==> src/logic/tile_map.vh <==
// tile_map.vh: offsets, field positions and codes of logic_tile
// assumes a 32-bit APB slave decoding byte addresses paddr[7:0]
`ifndef TILE_MAP_VH
`define TILE_MAP_VH

// -----------------------------------------------------------------
// register offsets
// -----------------------------------------------------------------
`define TT_BASE    8'h00
`define CFG_BASE   8'h20
`define CTRL_OFS   8'h30
`define STAT_OFS   8'h34

// -----------------------------------------------------------------
// slice configuration fields
// -----------------------------------------------------------------
`define CF_W       13
`define CF_MODE_LO 0
`define CF_MODE_HI 1
`define CF_OP_LO   2
`define CF_OP_HI   4
`define CF_FAST    5
`define CF_POL     6
`define CF_LATCH   7
`define CF_SYNC    8
`define CF_INIT_LO 9
`define CF_INIT_HI 10
`define CF_CSEL_LO 11
`define CF_CSEL_HI 12
`define CFG_RST    13'h0040
`define CTRL_USER  0
`define STAT_CO    8
`define STAT_USER  9

// -----------------------------------------------------------------
// modes and ripple operations
// -----------------------------------------------------------------
`define MODE_LOGIC  2'h0
`define MODE_RIPPLE 2'h1
`define MODE_RAM    2'h2
`define MODE_ROM    2'h3
`define OP_ADD      3'h0
`define OP_SUB      3'h1
`define OP_ADDSUB   3'h2
`define OP_UP       3'h3
`define OP_DOWN     3'h4
`define OP_UPDN     3'h5
`define OP_CMP      3'h6
`define OP_MULT     3'h7

`endif

==> src/logic/logic_tile.v <==
// logic_tile.v: four-slice logic tile with LUTs, ripple, RAM and ROM
// assumes fabric inputs synchronous to clk; configured over APB
//
// Local design decisions: the APB register port and the address map.
`timescale 1ns/10ps
`default_nettype none
`include "tile_map.vh"

module logic_tile (
    input  wire        clk,
    input  wire        rst,
    input  wire        psel,
    input  wire        penable,
    input  wire        pwrite,
    input  wire [7:0]  paddr,
    input  wire [31:0] pwdata,
    output wire [31:0] prdata,
    output wire        pready,
    output wire        pslverr,
    input  wire [15:0] lut_in_low,
    input  wire [15:0] lut_in_high,
    input  wire [7:0]  multi_purpose_in,
    input  wire [3:0]  ce,
    input  wire [3:0]  local_set_reset,
    input  wire [3:0]  slice_clk,
    input  wire        carry_chain_in,
    output wire [3:0]  lut_out_low,
    output wire [3:0]  lut_out_high,
    output wire [3:0]  reg_out_low,
    output wire [3:0]  reg_out_high,
    output wire [3:0]  five_input_mux_out,
    output wire [3:0]  wide_mux_out,
    output wire        carry_chain_out
);

// -----------------------------------------------------------------
// functions
// -----------------------------------------------------------------
function lut4;
    input [15:0] tt;
    input [3:0]  ix;
    begin
        lut4 = tt[ix];
    end
endfunction

function [3:0] nib;
    input [15:0] v;
    input [1:0]  s;
    begin
        nib = v[{s, 2'b00} +: 4];
    end
endfunction

function reg_ok;
    input [7:0] a;
    begin
        reg_ok = (a[1:0] == 2'b00) && (a <= `STAT_OFS);
    end
endfunction

// mode field of one slice configuration word
function [1:0] mode_of;
    input [`CF_W-1:0] c;
    begin
        mode_of = c[`CF_MODE_HI:`CF_MODE_LO];
    end
endfunction

// -----------------------------------------------------------------
// state
// -----------------------------------------------------------------
// truth tables: index 2s is the low lut, 2s+1 the high lut of slice s
reg  [15:0]      tt_ff [0:7];
reg  [`CF_W-1:0] cfg_ff [0:3];
reg              user_ff;
reg  [7:0]       q_ff;
reg  [3:0]       clk_prev_ff;
reg  [31:0]      prdata_ff;
reg              pready_ff;
reg              pslverr_ff;

reg  [3:0]       lut_lo_c;
reg  [3:0]       lut_hi_c;
reg  [3:0]       fx_c;
reg  [3:0]       wm_c;
reg  [7:0]       d_c;
reg  [4:0]       cy;
reg  [3:0]       sclk;
reg  [3:0]       cap;
reg  [3:0]       sr_act;
reg  [3:0]       lo;
reg  [3:0]       hi;
reg  [1:0]       md;
reg  [2:0]       op;
reg  [1:0]       a;
reg  [1:0]       b;
reg  [1:0]       x;
reg  [1:0]       y;
reg  [1:0]       qv;
reg  [1:0]       g;
reg  [1:0]       p;
reg  [1:0]       sum;
reg              ci;
reg              aci;
reg              c1;
reg              c2;
reg              dn;
reg  [31:0]      rd_c;
integer          s;
integer          i;
integer          j;

wire       apb_wr = psel & penable & pwrite;
wire       setup  = psel & ~penable;
// slice 2 lut inputs carry the RAM write address and data
wire [3:0] wa     = lut_in_low[11:8];
wire [3:0] wbits  = lut_in_high[11:8];
// slices 0 and 1 store, slice 2 addresses: three slices per RAM
wire       ram_en = user_ff & local_set_reset[2] &
                    (mode_of(cfg_ff[2]) == `MODE_RAM);

// -----------------------------------------------------------------
// slice datapath and carry chain
// -----------------------------------------------------------------
always @* begin
    // defaults keep every variable assigned on every path
    cy      = 5'h00;
    cy[0]   = carry_chain_in;
    lut_lo_c = 4'h0;
    lut_hi_c = 4'h0;
    fx_c    = 4'h0;
    d_c     = 8'h00;
    sclk    = 4'h0;
    cap     = 4'h0;
    sr_act  = 4'h0;
    lo = 4'h0;
    hi = 4'h0;
    md = 2'h0;
    op = 3'h0;
    a  = 2'h0;
    b  = 2'h0;
    x  = 2'h0;
    y  = 2'h0;
    qv = 2'h0;
    g  = 2'h0;
    p  = 2'h0;
    sum = 2'h0;
    ci  = 1'b0;
    aci = 1'b0;
    c1  = 1'b0;
    c2  = 1'b0;
    dn  = 1'b0;
    for (s = 0; s < 4; s = s + 1) begin
        lo = nib(lut_in_low, s[1:0]);
        hi = nib(lut_in_high, s[1:0]);
        md = mode_of(cfg_ff[s]);
        op = cfg_ff[s][`CF_OP_HI:`CF_OP_LO];
        lut_lo_c[s] = lut4(tt_ff[2*s], lo);
        lut_hi_c[s] = lut4(tt_ff[2*s+1], hi);
        fx_c[s] = multi_purpose_in[2*s] ? lut_hi_c[s] : lut_lo_c[s];
        d_c[2*s]   = lut_lo_c[s];
        d_c[2*s+1] = lut_hi_c[s];
        cy[s+1]    = cy[s];
        // fast carry takes the chain, plain ripple a local carry
        ci = cfg_ff[s][`CF_FAST] ? cy[s] : multi_purpose_in[2*s+1];
        // ripple: operand A from input A of both luts, B from input B
        if (md == `MODE_RIPPLE) begin
            a  = {hi[0], lo[0]};
            b  = {hi[1], lo[1]};
            qv = {q_ff[2*s+1], q_ff[2*s]};
            x  = a;
            y  = b;
            dn = 1'b0;
            case (op)
                `OP_SUB: y = ~b;
                `OP_ADDSUB: y = lo[2] ? ~b : b;
                `OP_UP: begin
                    x = qv;
                    y = 2'b00;
                end
                `OP_DOWN: begin
                    x  = qv;
                    y  = 2'b11;
                    dn = 1'b1;
                end
                `OP_UPDN: begin
                    x  = qv;
                    y  = lo[2] ? 2'b11 : 2'b00;
                    dn = lo[2];
                end
                `OP_CMP: y = ~b;
                `OP_MULT: y = b & {2{lo[2]}};
                default: y = b;
            endcase
            // counters step when carry in is high
            aci = dn ? ~ci : ci;
            g   = x & y;
            p   = x ^ y;
            c1  = g[0] | (p[0] & aci);
            c2  = g[1] | (p[1] & c1);
            sum = p ^ {c1, aci};
            cy[s+1] = dn ? ~c2 : c2;
            lut_lo_c[s] = sum[0];
            lut_hi_c[s] = sum[1];
            d_c[2*s]   = sum[0];
            d_c[2*s+1] = sum[1];
            if (op == `OP_UPDN && lo[3]) begin
                d_c[2*s]   = b[0];
                d_c[2*s+1] = b[1];
            end
            if (op == `OP_CMP) begin
                lut_lo_c[s] = c2;
                lut_hi_c[s] = (a != b);
                fx_c[s] = (a <= b);
            end
        end
        // clock select, polarity, edge or latch
        sclk[s] = slice_clk[cfg_ff[s][`CF_CSEL_HI:`CF_CSEL_LO]];
        if (cfg_ff[s][`CF_LATCH])
            cap[s] = ~(sclk[s] ^ cfg_ff[s][`CF_POL]);
        else if (cfg_ff[s][`CF_POL])
            cap[s] = sclk[s] & ~clk_prev_ff[s];
        else
            cap[s] = ~sclk[s] & clk_prev_ff[s];
        // slice 2 set/reset is the write enable in RAM mode
        sr_act[s] = local_set_reset[s] &
                    ~(s == 2 && md == `MODE_RAM);
    end
    // lut6 per slice pair, lut7 joins both pairs, copy exported for lut8
    wm_c[1] = multi_purpose_in[3] ? fx_c[1] : fx_c[0];
    wm_c[3] = multi_purpose_in[7] ? fx_c[3] : fx_c[2];
    wm_c[2] = multi_purpose_in[5] ? wm_c[3] : wm_c[1];
    wm_c[0] = wm_c[2];
end

assign lut_out_low        = lut_lo_c;
assign lut_out_high       = lut_hi_c;
assign five_input_mux_out = fx_c;
assign wide_mux_out       = wm_c;
assign carry_chain_out    = cy[4];

// -----------------------------------------------------------------
// slice registers
// -----------------------------------------------------------------
always @(posedge clk or posedge rst) begin
    if (rst) begin
        q_ff        <= 8'h00;
        clk_prev_ff <= 4'h0;
    end else begin
        clk_prev_ff <= sclk;
        for (i = 0; i < 4; i = i + 1) begin
            // outside user mode every register is forced to its init
            if (!user_ff) begin
                q_ff[2*i]   <= cfg_ff[i][`CF_INIT_LO];
                q_ff[2*i+1] <= cfg_ff[i][`CF_INIT_HI];
            // async set/reset acts every clk, sync only on capture
            end else if (sr_act[i] && !cfg_ff[i][`CF_SYNC]) begin
                q_ff[2*i]   <= cfg_ff[i][`CF_INIT_LO];
                q_ff[2*i+1] <= cfg_ff[i][`CF_INIT_HI];
            end else if (cap[i]) begin
                if (sr_act[i]) begin
                    q_ff[2*i]   <= cfg_ff[i][`CF_INIT_LO];
                    q_ff[2*i+1] <= cfg_ff[i][`CF_INIT_HI];
                end else if (ce[i]) begin
                    q_ff[2*i]   <= d_c[2*i];
                    q_ff[2*i+1] <= d_c[2*i+1];
                end
            end
        end
    end
end

assign reg_out_low  = {q_ff[6], q_ff[4], q_ff[2], q_ff[0]};
assign reg_out_high = {q_ff[7], q_ff[5], q_ff[3], q_ff[1]};

// -----------------------------------------------------------------
// truth tables, distributed RAM and configuration registers
// -----------------------------------------------------------------
always @(posedge clk or posedge rst) begin
    if (rst) begin
        for (j = 0; j < 8; j = j + 1)
            tt_ff[j] <= 16'h0000;
        for (j = 0; j < 4; j = j + 1)
            cfg_ff[j] <= `CFG_RST;
        user_ff <= 1'b0;
    end else begin
        if (apb_wr && reg_ok(paddr)) begin
            if (paddr < `CFG_BASE) begin
                if (!user_ff)
                    tt_ff[paddr[4:2]] <= pwdata[15:0];
            end else if (paddr < `CTRL_OFS) begin
                cfg_ff[paddr[3:2]] <= pwdata[`CF_W-1:0];
            end else if (paddr == `CTRL_OFS) begin
                user_ff <= pwdata[`CTRL_USER];
            end
        end
        // only slices 0 and 1 hold RAM bits, never slice 3
        if (ram_en && mode_of(cfg_ff[0]) == `MODE_RAM) begin
            tt_ff[0][wa] <= wbits[0];
            tt_ff[1][wa] <= wbits[1];
        end
        if (ram_en && mode_of(cfg_ff[1]) == `MODE_RAM) begin
            tt_ff[2][wa] <= wbits[2];
            tt_ff[3][wa] <= wbits[3];
        end
    end
end

// -----------------------------------------------------------------
// APB slave, zero wait states
// -----------------------------------------------------------------
always @* begin
    rd_c = 32'h0000_0000;
    if (paddr < `CFG_BASE)
        rd_c = {16'h0000, tt_ff[paddr[4:2]]};
    else if (paddr < `CTRL_OFS)
        rd_c = {19'h00000, cfg_ff[paddr[3:2]]};
    else if (paddr == `CTRL_OFS)
        rd_c = {31'h00000000, user_ff};
    else if (paddr == `STAT_OFS)
        rd_c = {22'h000000, user_ff, cy[4], q_ff};
end

always @(posedge clk or posedge rst) begin
    if (rst) begin
        prdata_ff  <= 32'h0000_0000;
        pready_ff  <= 1'b0;
        pslverr_ff <= 1'b0;
    end else begin
        // never stalls: every access phase completes in one cycle
        pready_ff <= 1'b1;
        // answer latched in setup so it stands through the access phase
        if (setup) begin
            prdata_ff  <= reg_ok(paddr) ? rd_c : 32'h0000_0000;
            pslverr_ff <= ~reg_ok(paddr);
        end
    end
end

assign prdata  = prdata_ff;
assign pready  = pready_ff;
assign pslverr = pslverr_ff;

endmodule // logic_tile
`default_nettype wire

==> config.mk <==
export PLATFORM = sky130hd
export DESIGN_NAME = logic_tile
export DESIGN_NICKNAME = d
export VERILOG_FILES = /design/src/logic/logic_tile.v
export VERILOG_INCLUDE_DIRS = /design/src /design/src/logic
export SDC_FILE = /design/constraint.sdc
export NUM_CORES = 1
export LEC_CHECK = 0
export BUFFER_PORTS_ARGS = -buffer_cell sky130_fd_sc_hd__buf_2
export CAP_MARGIN = 5
export CORE_MARGIN = 4
export CORE_UTILIZATION = 50
export CTS_CLUSTER_DIAMETER = 150
export DETAILED_ROUTE_END_ITERATION = 12
export MAX_ROUTING_LAYER = met4
export PLACE_DENSITY = 0.73
export SETUP_SLACK_MARGIN = 0.3
export SLEW_MARGIN = 0
export SYNTH_ARGS = -nofsm -noshare
export SYNTH_HDL_FRONTEND = slang
export SYNTH_SLANG_ARGS = --single-unit
==> constraint.sdc <==
create_clock -name clk -period 9.5 [get_ports clk]
set_input_delay 1.425 -clock clk [delete_from_list [all_inputs] [get_ports clk]]
set_output_delay 1.425 -clock clk [all_outputs]
set_load 0.05 [all_outputs]
# [Yosys cells after proc, flatten, opt, wreduce, memory -nomap -nowiden]
# Cells that the tools add are included.
[word_totals] ff_bits=227 inputBits=98 out_inout_bits=59 word_cells=378
[classes] eq_ne=49 bitwise_logic=82 reduce_logical=35 muxes=167 n_lt_le_gt_ge=24
[op_table] operator="128-bit 2-to-1 mux" n=3
[op_table] operator="128-bit bitwise mux" n=1
[op_table] operator="2-bit 2-to-1 mux" n=48
[op_table] operator="32-bit 2-to-1 mux" n=3
[op_table] operator="1-bit 2-to-1 mux" n=72
[op_table] operator="16-bit bitwise mux" n=4
[op_table] operator="16-bit 2-to-1 mux" n=4
[op_table] operator="52-bit bitwise mux" n=1
[op_table] operator="13-bit 2-to-1 mux" n=4
[op_table] operator="16-bit binary-select mux with 3-bit select" n=1
[op_table] operator="16-bit demux with 3-bit select" n=1
[op_table] operator="3-bit == test, second input constant" n=16
[op_table] operator="2-bit case mux with 6 select lines" n=4
[op_table] operator="4-bit by 5-bit < comparator with 1-bit output, second input constant" n=8
[op_table] operator="1-bit binary-select mux with 4-bit select" n=8
[op_table] operator="13-bit binary-select mux with 2-bit select" n=1
[op_table] operator="13-bit demux with 2-bit select" n=1
[op_table] operator="1-bit inverter" n=26
[op_table] operator="3-bit by 2-bit == test with 1-bit output, second input constant" n=8
[op_table] operator="1-bit AND" n=22
[op_table] operator="10-bit 2-to-1 mux" n=2
[op_table] operator="2-bit AND" n=8
[op_table] operator="8-bit by 6-bit == test with 1-bit output, second input constant" n=2
[op_table] operator="8-bit by 6-bit < comparator with 1-bit output, second input constant" n=2
[op_table] operator="other kinds (32)" n=107

# [Longest topological paths before layout]
# Gate-level depths: netlist of the first run.
[logic_depth] depth_word=47 mapped_depth=31

# [Worst setup path after synthesis of the first run]
# Ideal clock, no wire load.
[synth_path] path_kind="input-to-output" startpoint="input port lut_in_low[1]" endpoint="output port lut_out_low[3]" arrival_time_ps=8982 cell_stages=28 slack_ps=-907 required_ps=8075 cell_sequence="ha_1 and3_1 o21ai_0 o221ai_1 fa_1 inv_1 fa_1 nor3_1 o311ai_0 o21ai_0 xor2_1 fa_1 fa_1 or3_1 a21o_1 a31oi_1 xor2_1 fa_1 fa_1 nor3_1 nor3_1 a31o_2 mux2i_1 xnor2_1 fa_1 fa_1 mux2_2 o21ai_0"
[synth_via] elab_chain_len=41 elab_cells_between_ends=44
[synth_lines] element="from (decl)" line_no="logic_tile.v:20" text="input wire [15:0] lut_in_low,"
[synth_lines] element="2-bit inverter" line_no="logic_tile.v:176, logic_tile.v:177, logic_tile.v:192"
[synth_lines] element="2-bit 2-to-1 mux" line_no="logic_tile.v:177" text="`OP_ADDSUB: y = lo[2] ? ~b : b;"
[synth_lines] element="2-bit case mux with 6 select lines *" line_no="logic_tile.v:175" text="case (op)"
[synth_lines] element="2-bit 2-to-1 mux *" line_no="logic_tile.v:168" text="if (md == `MODE_RIPPLE) begin"
[synth_lines] element="2-bit XOR" line_no="logic_tile.v:199" text="p = x ^ y;"
[synth_lines] element="1-bit AND" line_no="logic_tile.v:200" text="c1 = g[0] | (p[0] & aci);"
[synth_lines] element="1-bit OR *" line_no="logic_tile.v:200"
[synth_lines] element="1-bit AND *" line_no="logic_tile.v:201" text="c2 = g[1] | (p[1] & c1);"
[synth_lines] element="(+25 left out)"
[synth_lines] element="1-bit inverter" line_no="logic_tile.v:197" text="aci = dn ? ~ci : ci;"
[synth_lines] element="1-bit 2-to-1 mux *" line_no="logic_tile.v:197"
[synth_lines] element="1-bit AND" line_no="logic_tile.v:200"
[synth_lines] element="1-bit OR" line_no="logic_tile.v:200"
[synth_lines] element="1-bit AND" line_no="logic_tile.v:201"
[synth_lines] element="1-bit OR" line_no="logic_tile.v:201"
[synth_lines] element="1-bit 2-to-1 mux *" line_no="logic_tile.v:212" text="if (op == `OP_CMP) begin"
[synth_lines] element="1-bit 2-to-1 mux *" line_no="logic_tile.v:168"
[synth_lines] element="to (decl)" line_no="logic_tile.v:27" text="output wire [3:0] lut_out_low,"
# Every way passes the cells marked *; elsewhere a longest branch is shown, timed or not. The select of a mux whose other input is x is not followed.

# [Worst setup path after layout of the first run]
[layout_path] startpoint="input port lut_in_low[2]" endpoint="output port lut_out_low[3]"
[layout_via] elab_chain_len=40 elab_cells_between_ends=47
[layout_lines] element="2-bit AND (tied with other cells)" line_no="logic_tile.v:193" text="`OP_MULT: y = b & {2{lo[2]}};"
[layout_lines] element="2-bit case mux with 6 select lines" line_no="logic_tile.v:175"
[layout_lines] element="2-bit 2-to-1 mux" line_no="logic_tile.v:168"
[layout_lines] element="2-bit XOR" line_no="logic_tile.v:199"
[layout_lines] element="1-bit AND" line_no="logic_tile.v:200"
[layout_lines] element="1-bit OR" line_no="logic_tile.v:200"
[layout_lines] element="1-bit AND" line_no="logic_tile.v:201"
[layout_lines] element="1-bit OR" line_no="logic_tile.v:201"
[layout_lines] element="(+24 left out)"
[layout_lines] element="1-bit inverter" line_no="logic_tile.v:197"
[layout_lines] element="1-bit 2-to-1 mux *" line_no="logic_tile.v:197"
[layout_lines] element="1-bit AND" line_no="logic_tile.v:200"
[layout_lines] element="1-bit OR" line_no="logic_tile.v:200"
[layout_lines] element="1-bit AND" line_no="logic_tile.v:201"
[layout_lines] element="1-bit OR" line_no="logic_tile.v:201"
[layout_lines] element="1-bit 2-to-1 mux *" line_no="logic_tile.v:212"
[layout_lines] element="1-bit 2-to-1 mux *" line_no="logic_tile.v:168"
# Marked as above.

==> impl_metrics.csv, run 1 <==
group,metric,value,unit
clock_network,cts_sinks,211,
routing,drc,0,
layout,area_delta_synth_final,14.1,%
worst_setup_path,crit_path_start,"lut_in_low[2]",
floorplanning,die-area,0.0299,mm²
worst_setup_path,cp_slowest_cell,"fa_2",
placed_design,dp_hpwl,30.2,mm
sta,maxSlewViolCount,0,
job,maxCapViolCount,0,
worst_setup_path,crit_path_max_fanout,4,
layout,drive_gt1_frac,0.351,
grt,use_met3,0.0667,
clock_network,cts_buffer_depth,3,
sta,setup_viol,0,
sta,hold_violations,0,
synth,netlist_area,0.0136,mm²
layout,nNetsFinal,1436,
grt,antenna_found_initial,2,
grt,grt_pass1_vias,10500,
routing,finalWirelength,42.5,mm
synth,seq_area_frac_synth,0.389,
worst_setup_path,startpoint_type,"input port",
grt,grt_overflow,0,
power_and_ir_drop,irDropWorstVdd,0.0907,mV
power_and_ir_drop,power.density,138,mW/mm²
worst_setup_path,endpoint_kind,"output port",
worst_setup_path,cp_data_arrival_time,7.91,ns
sta,grt_setup_unrepaired,"yes",
placed_design,io_buffers,124,
worst_setup_path,r2r_start,"cfg_ff[42]",
sta,tightestPinTransition,1.29,ns
routing,vias_per_cell,6.50,
clock_network,cts_buffers,25,
floorplanning,start_util,0.507,
sta,final.period_utilization,0.982,
synth,synth_edf_count,0,
layout,final_common_cell,"dfrtp_1",
floorplanning,fp.dieW,173,µm
worst_setup_path,cpMostUsedCell,"fa_2",
synth,yosysWarningCount,0,
synth,async_reset_ff_frac,1.00,
clock_network,htree_levels,1,
clock_network,cts_tree,"yes",
grt,track_usage,0.284,
layout,most-common-layout-cells,"dfrtp_1, mux2_2, buf_2, mux2i_1, nor2_1",
grt,busiest_layer,"met2",
grt,grtUsageMet2,0.417,
sta,min_period,9.33,ns
floorplanning,pin_count,157,
synth,yosys_register_bits,211,
hold_path,min_path_type,"reg -> reg",
sta,fin_tns_setup,0,ns
worst_setup_path,crit_type,"in -> out",
grt,grt_pass1_wl,64.2,mm
hold_path,min_from,"prdata[15]",
power_and_ir_drop,power.leakage,7.27,nW
routing,ant_nets,0,
layout,nFillCells,2179,
floorplanning,core,0.0268,mm²
grt,grt_max_degree,132,
floorplanning,die_y,173,µm
grt,met1_usage,0.393,
routing,num_vias,10900,
clock_network,cts_root_buffer,"clkbuf_16",
worst_setup_path,cp.required,8.08,ns
synth,synthFlopType,"dfrtp_1",
power_and_ir_drop,p_total,0.00213,W
sta,timing.fmax,0.107,GHz
routing,wire_per_inst,25.4,µm
synth,synth_cell_types,68,
floorplanning,rows,60,
routing,drt_iter0_markers,1428,
clock_network,clk_latency,0.52,ns
synth,syn_avg_cell_area,11.1,µm²
placed_design,gp_congestion,0.945,
synth,syn_inst,1221,
clock_network,clk_pin_slew,0.06,ns
sta,fin_worst_skew,0.00893,ns
sta,maxSlewHeadroom,0.141,
worst_setup_path,slowest_delay,0.41,ns
routing,firstDrtPassIters,7,
status,outcome,"complete, no violations",
-- through the flow --
stage / util / worst slack (ns) / cell area, µm² / cells / hold slack, ns
floorplan: - / 0.301 / 13700 / 1236 / 0.491
global placement: 0.536 / -0.216 / 14400 / 1611 / 0.463
detailed placement: 0.536 / -0.332 / 14400 / 1611 / 0.476
CTS: 0.576 / 0.137 / 15400 / 1669 / 0.490
global route: 0.578 / -0.104 / 15500 / 1671 / 0.508
finish: 0.578 / 0.166 / 15500 / 1673 / 0.487
-- state kept, by name (all words and copies together), names as in the netlist --
name and cells:
prdata 16, clk_prev_ff 4, lut4.tt 16, pslverr 1, user_ff 1, q_ff 8
pready 1, tt_ff 112, cfg_ff 52
-- worst max-delay path, delay by kind of cell --
| family | cells | cell delay, ns |
|---|---|---|
| xor gates and xnor gates | 3 | 0.41 |
| and+or+nand+nor | 4 | 0.77 |
| AOI/OAI and AO/OA | 9 | 1.48 |
| buffers and inverters | 4 | 0.40 |
| adders and majority gates | 8 | 2.96 |
| muxes | 2 | 0.46 |
-- final timing paths --
check | end | slack, ns | cells after the start
setup / recovery | lut_out_low[3] | 0.17 | 30
hold / removal | prdata[15] | 0.49 | 2
setup reg to reg | prdata[8] | 1.84 | 34
hold reg to reg | prdata[15] | 0.49 | 2
max in group asynchronous | lut4.tt[9] | 6.85 | 3
min in group asynchronous | tt_ff[63] | 1.07 | 2
-- power by group --
group	switching [W]	internal, W	total, W	leakage, nW
Combinational	0.000156	0.0000765	0.000232	3.94
Sequential	0.00000748	0.000905	0.000913	2.91
Clock	0.000392	0.000596	0.000988	0.413
Total	0.000556	0.00158	0.00213	7.27
-- Yosys cell counts, drive strengths merged, types with 10 or more instances --
cell type    n  area, µm²
clkbuf      65        244
nor2       109        412
o21ai       41        205
mux4        81       1820
nand2       88        335
xor2        11       96.3
nor3        10       61.3
a21oi       96        480
inv         28        105
dfrtp      207       5180
and2        11       68.8
nor2b       23        144
nand2b      14       87.6
a22o        12        105
ha          20        250
mux2i      107       1070
buf         44        292
mux2       131       1480
-- routing by layer --
layer / part of all wire / vias up
met5: 0 / -
met4: 0.035 / 0
met3: 0.10 / 92
met2: 0.45 / 628
met1: 0.41 / 5506
li1: - / 4644
-- area by class of cell --
type	count	area [µm²]	area share
Multi-Input combinational cell	888	7910	0.511
Clock buffer	34	699	0.0451
Clock inverter	11	136	0.00880
Antenna cell	4	10.0	0.000646
Sequential cell	211	5290	0.341
Timing Repair Buffer	156	913	0.0590
Tap cell	341	427	0.0275
Inverter	28	113	0.00727
-- cell families (layout without fill, tap and decap cells) --
logic type / after synthesis / in the layout / share of synthesized area
AOI/OAI and AO/OA: 209 / 209 / 0.0951
xor gates and xnor gates: 13 / 13 / 0.00838
adders and majority gates: 28 / 28 / 0.0302
buffers and inverters: 137 / 229 / 0.0472
DFF: 211 / 211 / 0.389
muxes: 319 / 319 / 0.322
other: 2 / 21 / 0.000553
and+or+nand+nor: 302 / 302 / 0.108
-- repair_timing --
action | CTS | global route
hold buffers | 0 | 0
setup endpoints to repair | 3 | 3
gates resized for setup | 35 | 9
buffers inserted | 13 | 0
pin swaps | 30 | 3
Note: power is estimated with default switching activity, not from simulation.
==> run 2, diff against run 1 <==
--- a/config.mk
+++ b/config.mk
@@ -6,6 +6,7 @@
 export SDC_FILE = /design/constraint.sdc
 export NUM_CORES = 1
 export LEC_CHECK = 0
+export ABC_AREA = 1
 export BUFFER_PORTS_ARGS = -buffer_cell sky130_fd_sc_hd__buf_2
 export CAP_MARGIN = 5
 export CORE_MARGIN = 4
==> run 2 against run 1 <==
Against the previous run: die area shrank 0.34%; sequential cell count unchanged; total power grew 4.2%; combinational power rose by 45%; critical path depth increased by 5; first-iteration DRC count rose by 20%; non-clock buffer count is 4 lower; register-to-register slack gained 0.86 ns; core utilization up 0.12 points; wire length increased by 19%; worst hold slack got worse by 0.011 ns.
==> impl_metrics.csv, run 2 <==
group,metric,value,unit
floorplanning,die_y,173,µm
sta,hold_violations,0,
power_and_ir_drop,power.density,146,mW/mm²
sta,tightestPinTransition,1.14,ns
synth,netlist_area,0.0135,mm²
power_and_ir_drop,irDropWorstVdd,0.0977,mV
grt,grt_overflow,0,
hold_path,min_path_type,"reg -> reg",
power_and_ir_drop,p_sw,0.000656,W
synth,seq_area_frac_synth,0.391,
grt,busiest_layer,"met2",
layout,largest_register_ffs,112,
clock_network,cts_buffer_depth,3,
clock_network,htree_levels,1,
routing,firstDrtPassIters,6,
layout,stdcell_count,2417,
grt,use_met3,0.0637,
clock_network,clk_pin_slew,0.06,ns
job,maxCapViolCount,0,
worst_setup_path,cp.required,8.08,ns
clock_network,cts_buffers,25,
grt,track_usage,0.337,
placed_design,placedCellCount,2368,
routing,wire_per_inst,20.9,µm
synth,yosys_register_bits,211,
worst_setup_path,crit_path_max_fanout,4,
placed_design,dp_slack,-0.0707,ns
sta,setup_viol,0,
worst_setup_path,crit_type,"in -> out",
power_and_ir_drop,comb_power_share,0.152,
floorplanning,fp.dieW,173,µm
placed_design,dp_hpwl,36.2,mm
synth,syn_avg_cell_area,6.89,µm²
power_and_ir_drop,seqPwrFrac,0.413,
synth,async_reset_ff_frac,1.00,
worst_setup_path,crit_family,"adder cells",
synth,synth_edf_count,0,
layout,reg_top3,"tt_ff x112, cfg_ff x52",
grt,grt_pass1_vias,13300,
synth,ys_top_cells_by_area,"dfrtp_1, nand2_1, o21ai_0, inv_1, nor2_1",
power_and_ir_drop,clkPwrFrac,0.436,
routing,vias_per_cell,5.93,
layout,final_common_cell,"nand2_1",
synth,yosysTopAreaCell,"dfrtp_1",
layout,final_util,0.579,
clock_network,cts_tree,"yes",
clock_network,cts_root_buffer,"clkbuf_16",
routing,ant_nets,0,
sta,fin_ws,0.698,ns
sta,maxSlewViolCount,0,
layout,regMostFlops,"tt_ff",
synth,syn_inst,1965,
grt,antenna_found_initial,1,
layout,area_delta_synth_final,12.8,%
floorplanning,rows,59,
layout,drive_gt1_frac,0.114,
floorplanning,core,0.0264,mm²
sta,timing.fmax,0.114,GHz
layout,nFillCells,2592,
layout,most-common-layout-cells,"nand2_1, inv_1, nor2_1, dfrtp_1, o21ai_0",
worst_setup_path,slowest_delay,0.58,ns
placed_design,io_buffers,124,
worst_setup_path,endpoint_kind,"output port",
sta,final.period_utilization,0.926,
clock_network,clk_latency,0.53,ns
synth,synth_cell_types,40,
worst_setup_path,cpMostUsedCell,"fa_2",
routing,drt_iter0_markers,1720,
worst_setup_path,cp_data_arrival_time,7.38,ns
grt,grt_pass1_wl,77.0,mm
synth,yosysWarningCount,0,
synth,synth_commonest_cells,"nand2_1, inv_1, nor2_1, dfrtp_1, o21ai_0",
status,outcome,"complete, no violations",
layout,final_area,0.0153,mm²
synth,synth_top_area_share,0.383,
worst_setup_path,cp_slowest_cell,"fa_2",
synth,synthFlopType,"dfrtp_1",
floorplanning,die-area,0.0298,mm²
sta,grt_setup_unrepaired,"no",
power_and_ir_drop,power.leakage,7.37,nW
routing,finalWirelength,50.6,mm
grt,met1_usage,0.456,
routing,num_vias,14300,
sta,fin_worst_skew,0.0109,ns
worst_setup_path,startpoint_type,"input port",
grt,grtUsageMet2,0.505,
floorplanning,start_util,0.514,
power_and_ir_drop,switching_share,0.295,
routing,drc,0,
grt,grt_max_degree,142,
power_and_ir_drop,p_total,0.00222,W
worst_setup_path,path_buf_inv,5,
sta,min_period,8.80,ns
placed_design,gp_congestion,1.00,
clock_network,cts_sinks,211,
power_and_ir_drop,intPower,0.00157,W
floorplanning,pin_count,157,
sta,maxSlewHeadroom,0.241,
placed_design,placed_area,0.0144,mm²
layout,nNetsFinal,2188,
synth,synthMostInstantiatedCell,"nand2_1",
## run 2: changes by cell type after synthesis, moves of 102 or more
| cell | previous run | this run |
|---|---|---|
| nand2_1 | 86 | 466 |
| mux2_2 | 131 | 0 |
| nor2_1 | 108 | 210 |
| nand3_1 | 7 | 134 |
| mux2i_1 | 107 | 2 |
| o21ai_0 | 41 | 206 |
| inv_1 | 28 | 254 |
## run 2: area by class of cell
class                           count  area, µm²  area share
Multi-Input combinational cell   1412       6920       0.453
Sequential cell                   211       5290       0.346
Inverter                          260        983      0.0644
Timing Repair Buffer              152        846      0.0554
Clock buffer                       37        721      0.0472
Tap cell                          335        419      0.0275
Clock inverter                      8       90.1     0.00590
Antenna cell                        2       5.00    0.000328
## run 2: through the flow
step / TNS [ns] / hold slack, ns
after floorplan: 0 / 0.453
after global placement: 0 / 0.458
after detailed placement: -0.107 / 0.465
after CTS: 0 / 0.481
after global routing: 0 / 0.498
final: 0 / 0.477
## run 2: kinds of logic (layout without fill, tap and decap cells)
| family | count (synthesis) | in the layout | share of synthesized area |
|---|---|---|---|
| and+or+nand+nor | 879 | 879 | 0.269 |
| AOI/OAI and AO/OA | 481 | 481 | 0.199 |
| buffers and inverters | 357 | 457 | 0.106 |
| DFF | 211 | 211 | 0.391 |
| adders and majority gates | 28 | 28 | 0.0303 |
| xor gates and xnor gates | 5 | 5 | 0.00324 |
| other | 2 | 19 | 0.000555 |
| muxes | 2 | 2 | 0.00148 |
## run 2: worst paths after layout
check | from | end | slack, ns | depth (start not counted)
min in group asynchronous | rst | lut4.tt[4] | 1.11 | 2
min | prdata[12] | prdata[12] | 0.48 | 2
max in group asynchronous | rst | q_ff[2] | 6.82 | 3
max | lut_in_low[2] | lut_out_high[3] | 0.70 | 35
min reg2reg | prdata[12] | prdata[12] | 0.48 | 2
max reg2reg | cfg_ff[42] | prdata[8] | 2.70 | 42
## run 2: tightest hold or removal path: stages, from the launching register on
cell     delay (ns)
dfrtp_1        0.34
nand2_1        0.05
nand2_1        0.05
## run 2: power by group through the flow
stage	combinational, W	sequential [W]	clock (W)
after global placement	0.000323	0.000932	0
after CTS	0.000328	0.000916	0.000971
after global routing	0.000362	0.000917	0.00101
final	0.000337	0.000916	0.000968
after floorplan	0.000191	0.000947	0
after detailed placement	0.000324	0.000932	0
## run 2: timing repair
action,4_1_cts,5_1_grt
hold buffers,0,0
buffers inserted,0,2
resized for setup,14,6
pin swaps,2,9
endpoints found under the setup margin,3,3
## run 2: routing by layer
layer  wire (µm)  vias up
met3        5450      139
met1       20500     6715
li1            -     6641
met2       22300      839
met4        2320        0
met5           0        -
